==> src/hdl/asrr_map.vh <==
// constants for the serial readout block
`ifndef ASRR_MAP_VH
`define ASRR_MAP_VH
`define ASRR_NREG          9
`define ASRR_SEL_W         4
`define ASRR_DW            24
`define ASRR_CW            8
`define ASRR_REG_DATA      4'h3
`define ASRR_CMD_RD_BIT    6
`define ASRR_CMD_SEL_LSB   0
`define ASRR_CNT_W         5
`define ASRR_UPD_NS        100
`define ASRR_MCLK_MHZ      40
`define ASRR_UPD_CYC       ((`ASRR_UPD_NS * `ASRR_MCLK_MHZ) / 1000)
`define ASRR_FIFO_DEPTH    4
`define ASRR_FIFO_AW       2
`define ASRR_RST_REG       24'h000000
`endif

==> src/hdl/asrr_core.v <==
// serial readout, data-ready and register access of the converter
`timescale 1ns/1ps
`include "asrr_map.vh"
// Contract
// - ready goes low when fresh result stored
// - ready high after full result word read
// - unread result: ready high across update
// - calibration: ready high until calibration done
// - output shift register clocked by serial clock
// - output loaded from selected of nine registers
// - input bits shifted then written to register
// - chip select low or tied enables interface
// - sync low resets filter and calibration control
module asrr_core (
  input  wire                i_mclk,
  input  wire                i_rst,
  input  wire                i_ce,
  input  wire                i_sclk,
  input  wire                i_cs_n,
  input  wire                i_din,
  input  wire                i_sync_n,
  input  wire [`ASRR_DW-1:0] i_result,
  input  wire                i_result_valid,
  output wire                o_result_ready,
  input  wire                i_cal_start,
  input  wire                i_cal_done,
  output reg                 o_dout,
  output reg                 o_rdy_n,
  output reg                 o_filt_rst,
  output reg                 o_calibrating
);
  localparam ST_CMD  = 2'd0;
  localparam ST_RD   = 2'd1;
  localparam ST_WR   = 2'd2;
  localparam ST_IDLE = 2'd3;
  // integer constants narrowed once so every use is width-exact
  localparam [31:0]            DW_I     = `ASRR_DW;
  localparam [31:0]            CW_I     = `ASRR_CW;
  localparam [31:0]            NREG_I   = `ASRR_NREG;
  localparam [31:0]            UPD_I    = `ASRR_UPD_CYC;
  localparam [`ASRR_CNT_W-1:0] LEN_DATA = DW_I[`ASRR_CNT_W-1:0];
  localparam [`ASRR_CNT_W-1:0] LEN_CTRL = CW_I[`ASRR_CNT_W-1:0];
  localparam [`ASRR_CNT_W-1:0] CMD_LAST = LEN_CTRL - 1'b1;
  localparam [`ASRR_SEL_W-1:0] NREG     = NREG_I[`ASRR_SEL_W-1:0];
  localparam [7:0]             UPD_LOAD = UPD_I[7:0];

  reg [2:0]                sclk_q;
  reg [1:0]                cs_q;
  reg [1:0]                din_q;
  reg [1:0]                sync_q;
  reg [`ASRR_DW-1:0]       regs_q [0:`ASRR_NREG-1];
  reg [`ASRR_DW-1:0]       osr_q;
  reg [`ASRR_DW-1:0]       isr_q;
  reg [`ASRR_CNT_W-1:0]    bit_q;
  reg [1:0]                st_q;
  reg [`ASRR_SEL_W-1:0]    sel_q;
  reg                      unread_q;
  reg [7:0]                upd_q;
  reg                      fifo_rd;
  wire [`ASRR_DW-1:0]      f_data;
  wire                     f_valid;
  wire                     cs_act;
  wire                     rise;
  wire                     fall;
  wire                     bit_in;
  wire [`ASRR_CW-1:0]      cmd_byte;
  integer                  k;

  function [`ASRR_CNT_W-1:0] reg_len;
    input [`ASRR_SEL_W-1:0] sel;
    begin
      reg_len = (sel == `ASRR_REG_DATA) ? LEN_DATA : LEN_CTRL;
    end
  endfunction

  function sel_ok;
    input [`ASRR_SEL_W-1:0] sel;
    begin
      sel_ok = (sel < NREG);
    end
  endfunction

  // conversion results buffered so the modulator side sees back-pressure
  asrr_fifo #(
    .WIDTH(`ASRR_DW),
    .DEPTH(`ASRR_FIFO_DEPTH),
    .AW   (`ASRR_FIFO_AW)
  ) u_fifo (
    .i_mclk (i_mclk),
    .i_rst  (i_rst),
    .i_ce   (i_ce),
    .i_data (i_result),
    .i_valid(i_result_valid),
    .o_ready(o_result_ready),
    .o_data (f_data),
    .o_valid(f_valid),
    .i_ready(fifo_rd)
  );

  // pins cross in through two flops; edges found on second and third
  always @(posedge i_mclk) begin
    if (i_rst) begin
      sclk_q <= 3'h7;
      cs_q   <= 2'h3;
      din_q  <= 2'h0;
      sync_q <= 2'h3;
    end else if (i_ce) begin
      sclk_q <= {sclk_q[1:0], i_sclk};
      cs_q   <= {cs_q[0], i_cs_n};
      din_q  <= {din_q[0], i_din};
      sync_q <= {sync_q[0], i_sync_n};
    end
  end

  assign cs_act   = ~cs_q[1];
  assign rise     = cs_act && sclk_q[1] && !sclk_q[2];
  assign fall     = cs_act && !sclk_q[1] && sclk_q[2];
  assign bit_in   = din_q[1];
  assign cmd_byte = {isr_q[`ASRR_CW-2:0], bit_in};

  // update window: never while a read loads or shifts, so no torn word
  // and no new result marked read by a frame that carried the old one
  // calibration holds results back in the fifo instead of dropping them
  always @* begin
    fifo_rd = f_valid && (upd_q == 8'h00) && !o_calibrating && (st_q != ST_RD) &&
              !(st_q == ST_CMD && bit_q == CMD_LAST);
  end

  always @(posedge i_mclk) begin
    if (i_rst) begin
      osr_q         <= `ASRR_RST_REG;
      isr_q         <= `ASRR_RST_REG;
      bit_q         <= {`ASRR_CNT_W{1'b0}};
      st_q          <= ST_CMD;
      sel_q         <= {`ASRR_SEL_W{1'b0}};
      unread_q      <= 1'b0;
      upd_q         <= 8'h00;
      o_dout        <= 1'b1;
      o_rdy_n       <= 1'b1;
      o_filt_rst    <= 1'b1;
      o_calibrating <= 1'b0;
      for (k = 0; k < `ASRR_NREG; k = k + 1)
        regs_q[k] <= `ASRR_RST_REG;
    end else if (i_ce) begin
      // hold-off before the data register counts as fresh
      if (fifo_rd) begin
        regs_q[`ASRR_REG_DATA] <= f_data;
        unread_q               <= 1'b1;
        upd_q                  <= UPD_LOAD;
        o_rdy_n                <= 1'b1;
      end else if (upd_q == 8'h01) begin
        upd_q   <= 8'h00;
        // stays high if a calibration began during the update
        o_rdy_n <= o_calibrating;
      end else if (upd_q != 8'h00) begin
        upd_q   <= upd_q - 8'h01;
        o_rdy_n <= 1'b1;
      end
      // calibration placed after the update counter so its edges win over it
      o_filt_rst <= ~sync_q[1];
      if (!sync_q[1]) begin
        o_calibrating <= 1'b0;
      end else if (i_cal_start) begin
        o_calibrating <= 1'b1;
        o_rdy_n       <= 1'b1;
      end else if (o_calibrating && i_cal_done) begin
        o_calibrating <= 1'b0;
        o_rdy_n       <= 1'b0;
      end
      if (!cs_act) begin
        st_q  <= ST_CMD;
        bit_q <= {`ASRR_CNT_W{1'b0}};
      end else if (rise) begin
        case (st_q)
          ST_CMD: begin
            isr_q <= {isr_q[`ASRR_DW-2:0], bit_in};
            if (bit_q == CMD_LAST) begin
              bit_q <= {`ASRR_CNT_W{1'b0}};
              sel_q <= cmd_byte[`ASRR_CMD_SEL_LSB +: `ASRR_SEL_W];
              if (cmd_byte[`ASRR_CMD_RD_BIT]) begin
                st_q <= ST_RD;
                osr_q <= sel_ok(cmd_byte[`ASRR_SEL_W-1:0]) ?
                         regs_q[cmd_byte[`ASRR_SEL_W-1:0]] : `ASRR_RST_REG;
              end else if (sel_ok(cmd_byte[`ASRR_SEL_W-1:0])) begin
                st_q <= ST_WR;
              end
            end else begin
              bit_q <= bit_q + 1'b1;
            end
          end
          ST_WR: begin
            isr_q <= {isr_q[`ASRR_DW-2:0], bit_in};
            if (bit_q == reg_len(sel_q) - 1'b1) begin
              regs_q[sel_q] <= {isr_q[`ASRR_DW-2:0], bit_in};
              bit_q         <= {`ASRR_CNT_W{1'b0}};
              st_q          <= ST_CMD;
            end else begin
              bit_q <= bit_q + 1'b1;
            end
          end
          ST_RD: begin
            if (bit_q == reg_len(sel_q) - 1'b1) begin
              bit_q <= {`ASRR_CNT_W{1'b0}};
              st_q  <= ST_CMD;
              if (sel_q == `ASRR_REG_DATA && unread_q) begin
                unread_q <= 1'b0;
                o_rdy_n  <= 1'b1;
              end
            end else begin
              bit_q <= bit_q + 1'b1;
            end
          end
          default: st_q <= ST_CMD;
        endcase
      end
      // data changes on falling edge, host samples on rising
      if (st_q == ST_RD && fall) begin
        o_dout <= (reg_len(sel_q) == LEN_DATA) ?
                  osr_q[`ASRR_DW-1-bit_q] : osr_q[`ASRR_CW-1-bit_q];
      end else if (st_q != ST_RD) begin
        o_dout <= 1'b1;
      end
    end
  end
endmodule // asrr_core

==> src/hdl/asrr_fifo.v <==
// small valid/ready fifo for conversion results
`timescale 1ns/1ps
module asrr_fifo #(
  parameter WIDTH = 24,
  parameter DEPTH = 4,
  parameter AW    = 2
) (
  input  wire             i_mclk,
  input  wire             i_rst,
  input  wire             i_ce,
  input  wire [WIDTH-1:0] i_data,
  input  wire             i_valid,
  output wire             o_ready,
  output wire [WIDTH-1:0] o_data,
  output wire             o_valid,
  input  wire             i_ready
);
  reg [WIDTH-1:0] mem_q [0:DEPTH-1];
  reg [AW-1:0]    wp_q;
  reg [AW-1:0]    rp_q;
  reg [AW:0]      cnt_q;
  reg             ready_q;
  wire            wr;
  wire            rd;
  // registered room flag so the producer sees a flop, not a compare
  assign o_ready = ready_q;
  assign o_valid = (cnt_q != 0);
  assign o_data  = mem_q[rp_q];
  assign wr      = i_valid && o_ready;
  assign rd      = o_valid && i_ready;
  always @(posedge i_mclk) begin
    if (i_rst) begin
      wp_q  <= {AW{1'b0}};
      rp_q  <= {AW{1'b0}};
      cnt_q   <= {(AW+1){1'b0}};
      ready_q <= 1'b1;
    end else if (i_ce) begin
      if (wr) begin
        mem_q[wp_q] <= i_data;
        wp_q        <= wp_q + 1'b1;
      end
      if (rd)
        rp_q <= rp_q + 1'b1;
      if (wr && !rd) begin
        cnt_q   <= cnt_q + 1'b1;
        ready_q <= (cnt_q != DEPTH - 1);
      end else if (rd && !wr) begin
        cnt_q   <= cnt_q - 1'b1;
        ready_q <= 1'b1;
      end
    end
  end
endmodule // asrr_fifo

==> config.mk <==
export PLATFORM = sky130hd
export DESIGN_NAME = asrr_core
export DESIGN_NICKNAME = d
export VERILOG_FILES = /design/src/hdl/asrr_core.v /design/src/hdl/asrr_fifo.v
export VERILOG_INCLUDE_DIRS = /design/src /design/src/hdl
export SDC_FILE = /design/constraint.sdc
export NUM_CORES = 1
export LEC_CHECK = 0
export BUFFER_PORTS_ARGS = -buffer_cell sky130_fd_sc_hd__buf_2
export CAP_MARGIN = 20
export CORE_MARGIN = 4
export CORE_UTILIZATION = 35
export CTS_CLUSTER_DIAMETER = 30
export DETAILED_ROUTE_END_ITERATION = 7
export GPL_TIMING_DRIVEN = 0
export PLACE_DENSITY = 0.48
export SYNTH_ARGS = -nofsm -noshare
export SYNTH_HDL_FRONTEND = slang
export SYNTH_SLANG_ARGS = --single-unit
==> constraint.sdc <==
create_clock -name i_mclk -period 7.6 [get_ports i_mclk]
set_clock_uncertainty 0.2 [all_clocks]
set_input_delay 1.14 -clock i_mclk [delete_from_list [all_inputs] [get_ports i_mclk]]
set_output_delay 1.14 -clock i_mclk [all_outputs]
set_load 0.005 [all_outputs]
==> run metrics <==
Slew @ Worst Pin=1030 ps; Power per Cell Area=327 nW/um^2; # IOs=39; post-synthesis cell type with the largest combined area=edfxtp_1; IO Port Bufs=38; Buffers & Inverters on Critical Path=5; Final Setup Violations=0; register area=around 11000 sq um; delay-heaviest family, CP=buffers and inverters; Die Y=233 microns; hold buffer count at CTS=0; startpoint types=input pin; vias in the first global route=11469; critical path depth in cells=6; Cell variety after synth=77; slowest stage delay, CP=720 ps; Lkg Pwr=7.77 nW; initial antenna violation count=0; clk buf depth=3; Synth async-reset ratio=0; Syn Area/Cell=between 10 and 15 sq um; outcome=finished clean; clk root buf=clkbuf_16; Min-Delay Path Class=reg2reg; most used cell, CP=clkbuf_1; routed vias/inst=approximately 5; Final HPWL DP=31400 microns; TritonCTS Buffers=a little under 100; Max stage delay cell, worst path=clkbuf_1; Core ar.=50200 sq um; top_reg_cell synth=edfxtp_1; register area share after synthesis=0.629; Rows=82; CP max FO=15; gr usage total=0.165; drt total wl=43800 microns; Synth Warn #=0; Initial Utilization=0.354; Worst EP arrival=3740 ps; #FFs+latches synth=402; clock sink count=402; Die X=233 microns; RSZ-0062 raised after global routing=false; Final ANT Viol Nets=0; drt pass-1 iters=4; FILL cells=4508; Final Max Slew Viols=0; grt total ovfl=0; hold path cells=1; clock tree from TritonCTS=built; register-to-register setup slack=4120 ps; Clock transition at path regs=40 ps; cell breakdown of the critical path=buf_2 -> clkbuf_1 -> inv_1 -> clkbuf_1 -> o31ai_4 -> buf_8; Starting DRT DRC Count=between 600 and 700; via count=~11000; Synth Instances=1306; syn_nets=about 1400; synth-to-layout area growth=27.6%; number of synthesized flops with an enable pin=312; Fin. Hold Viols=0; setup bufs post-CTS=0; largest net degree at the start of global routing=25; Multi-input gate area=approximately 6100 sq um; Synth area leaders=edfxtp_1 (53%), dfxtp_1 (10%), mux4_2 (7.0%), and2_1 (4.0%), nor2_1 (3.3%); area of the mapped netlist=17800 sq um; peak supply drop=0.200 mV; drt drc=0; Critical Path End Type=register; Final Power=between 7 and 8 mW; DR WL/cell=19.8 microns; required time of the critical path=7790 ps; worst-case hold slack=267 ps; Worst-Skew Late Latency=640 ps; Final period util=0.467; share of post-route cells with drive strength above 1=0.257; maxcap violations=0; setup TNS=0 ps; die footprint=54400 sq um; nets=1505; post-layout min period=~3500 ps; post-cts repair resize count=0; Reg2Reg Depth=6; maximum clock rate=282 MHz; routability-driven placement congestion ratio=0.803; Yosys top cell area share=0.527; Clock H-tree levels=3; Slew HR=0.315; first-pass GRT wire length=68000 microns; WS Path Type=in2reg
[report_power, final]
group	total (mW)	internal, mW	switching (mW)
clock	4.36	2.99	1.37
sequential	2.54	2.49	0.0539
combinational	0.501	0.219	0.282
[flip-flops by register name, summed over array words and instances, names as in the netlist, 3 cells and up, named ones only]
signal / flops
sclk_q: 3
u_fifo.mem_q: 96
u_fifo.cnt_q: 3
sel_q: 4
osr_q: 24
regs_q: 216
upd_q: 8
bit_q: 5
isr_q: 23
[layer usage]
layer / global-route usage / wire length [microns] / vias to the layer above
li1: - / - / 5152
met1: 0.212 / 19300 / 5309
met2: 0.274 / 21300 / 213
met3: 0.0426 / 2090 / 91
met4: 0.0557 / 1100 / 0
met5: 0 / 0 / -
[cells in the final DEF (no fill, tap or decap), types with 46 or more instances in the layout]
cell type | netlist | routed
mux2i_1 | 46 | 46
nor2_1 | 156 | 156
clkbuf_16 | 0 | 100
mux4_2 | 55 | 55
edfxtp_1 | 312 | 312
dfxtp_1 | 90 | 90
nand2_1 | 119 | 119
clkbuf_1 | 41 | 47
buf_2 | 24 | 62
and2_1 | 115 | 115
[Yosys cell counts, drive strengths merged, types with 17 or more instances]
cell / number
mux4: 73
dfxtp: 90
mux2i: 46
nor2: 162
edfxtp: 312
clkbuf: 49
nand2: 140
nor3: 34
a21oi: 41
o21ai: 43
inv: 17
buf: 40
a211oi: 25
and2: 116
[final cells by class]
class | count | share of cell area
Multi-Input combinational cell | 797 | 0.269
Antenna cell | 1 | 0.000110
Inverter | 17 | 0.00281
Clock buffer | 112 | 0.115
Sequential cell | 402 | 0.493
Tap cell | 672 | 0.0371
Buffer | 90 | 0.0230
Timing Repair Buffer | 50 | 0.0196
Clock inverter | 76 | 0.0410
[final timing paths]
check / from / to
worst max-delay path: i_rst / regs_q[4][19]$_SDFFCE_PN0P_
worst min-delay path: unread_q$_SDFFE_PP0P_ / unread_q$_SDFFE_PP0P_
worst max register to register: bit_q[3]$_SDFFE_PP0P_ / regs_q[3][8]$_DFFE_PP_
worst min register to register: unread_q$_SDFFE_PP0P_ / unread_q$_SDFFE_PP0P_
[logic make-up (layout without fill, tap and decap cells)]
logic type / Yosys count / after routing / synth area share
and+or+nand+nor: 512 / 512 / 0.145
adders and majority gates: 14 / 14 / 0.0103
buffers and inverters: 107 / 345 / 0.0329
muxes: 122 / 122 / 0.124
xor gates and xnor gates: 12 / 12 / 0.00592
DFF: 402 / 402 / 0.629
AOI/OAI and AO/OA: 137 / 137 / 0.0527
other: 0 / 1 / 0
[metrics by stage]
| step | instances | util | setup slack, ps | cell area [sq um] |
|---|---|---|---|---|
| after floorplan | 1306 | - | 3150 | 17800 |
| after global placement | 2016 | 0.375 | 1110 | 18800 |
| after detailed placement | 2028 | 0.381 | 3430 | 19100 |
| after CTS | 2216 | 0.452 | 4100 | 22700 |
| after global routing | 2216 | 0.452 | 3920 | 22700 |
| final | 2217 | 0.452 | 4050 | 22700 |
Power figures use the tool's default switching activity.
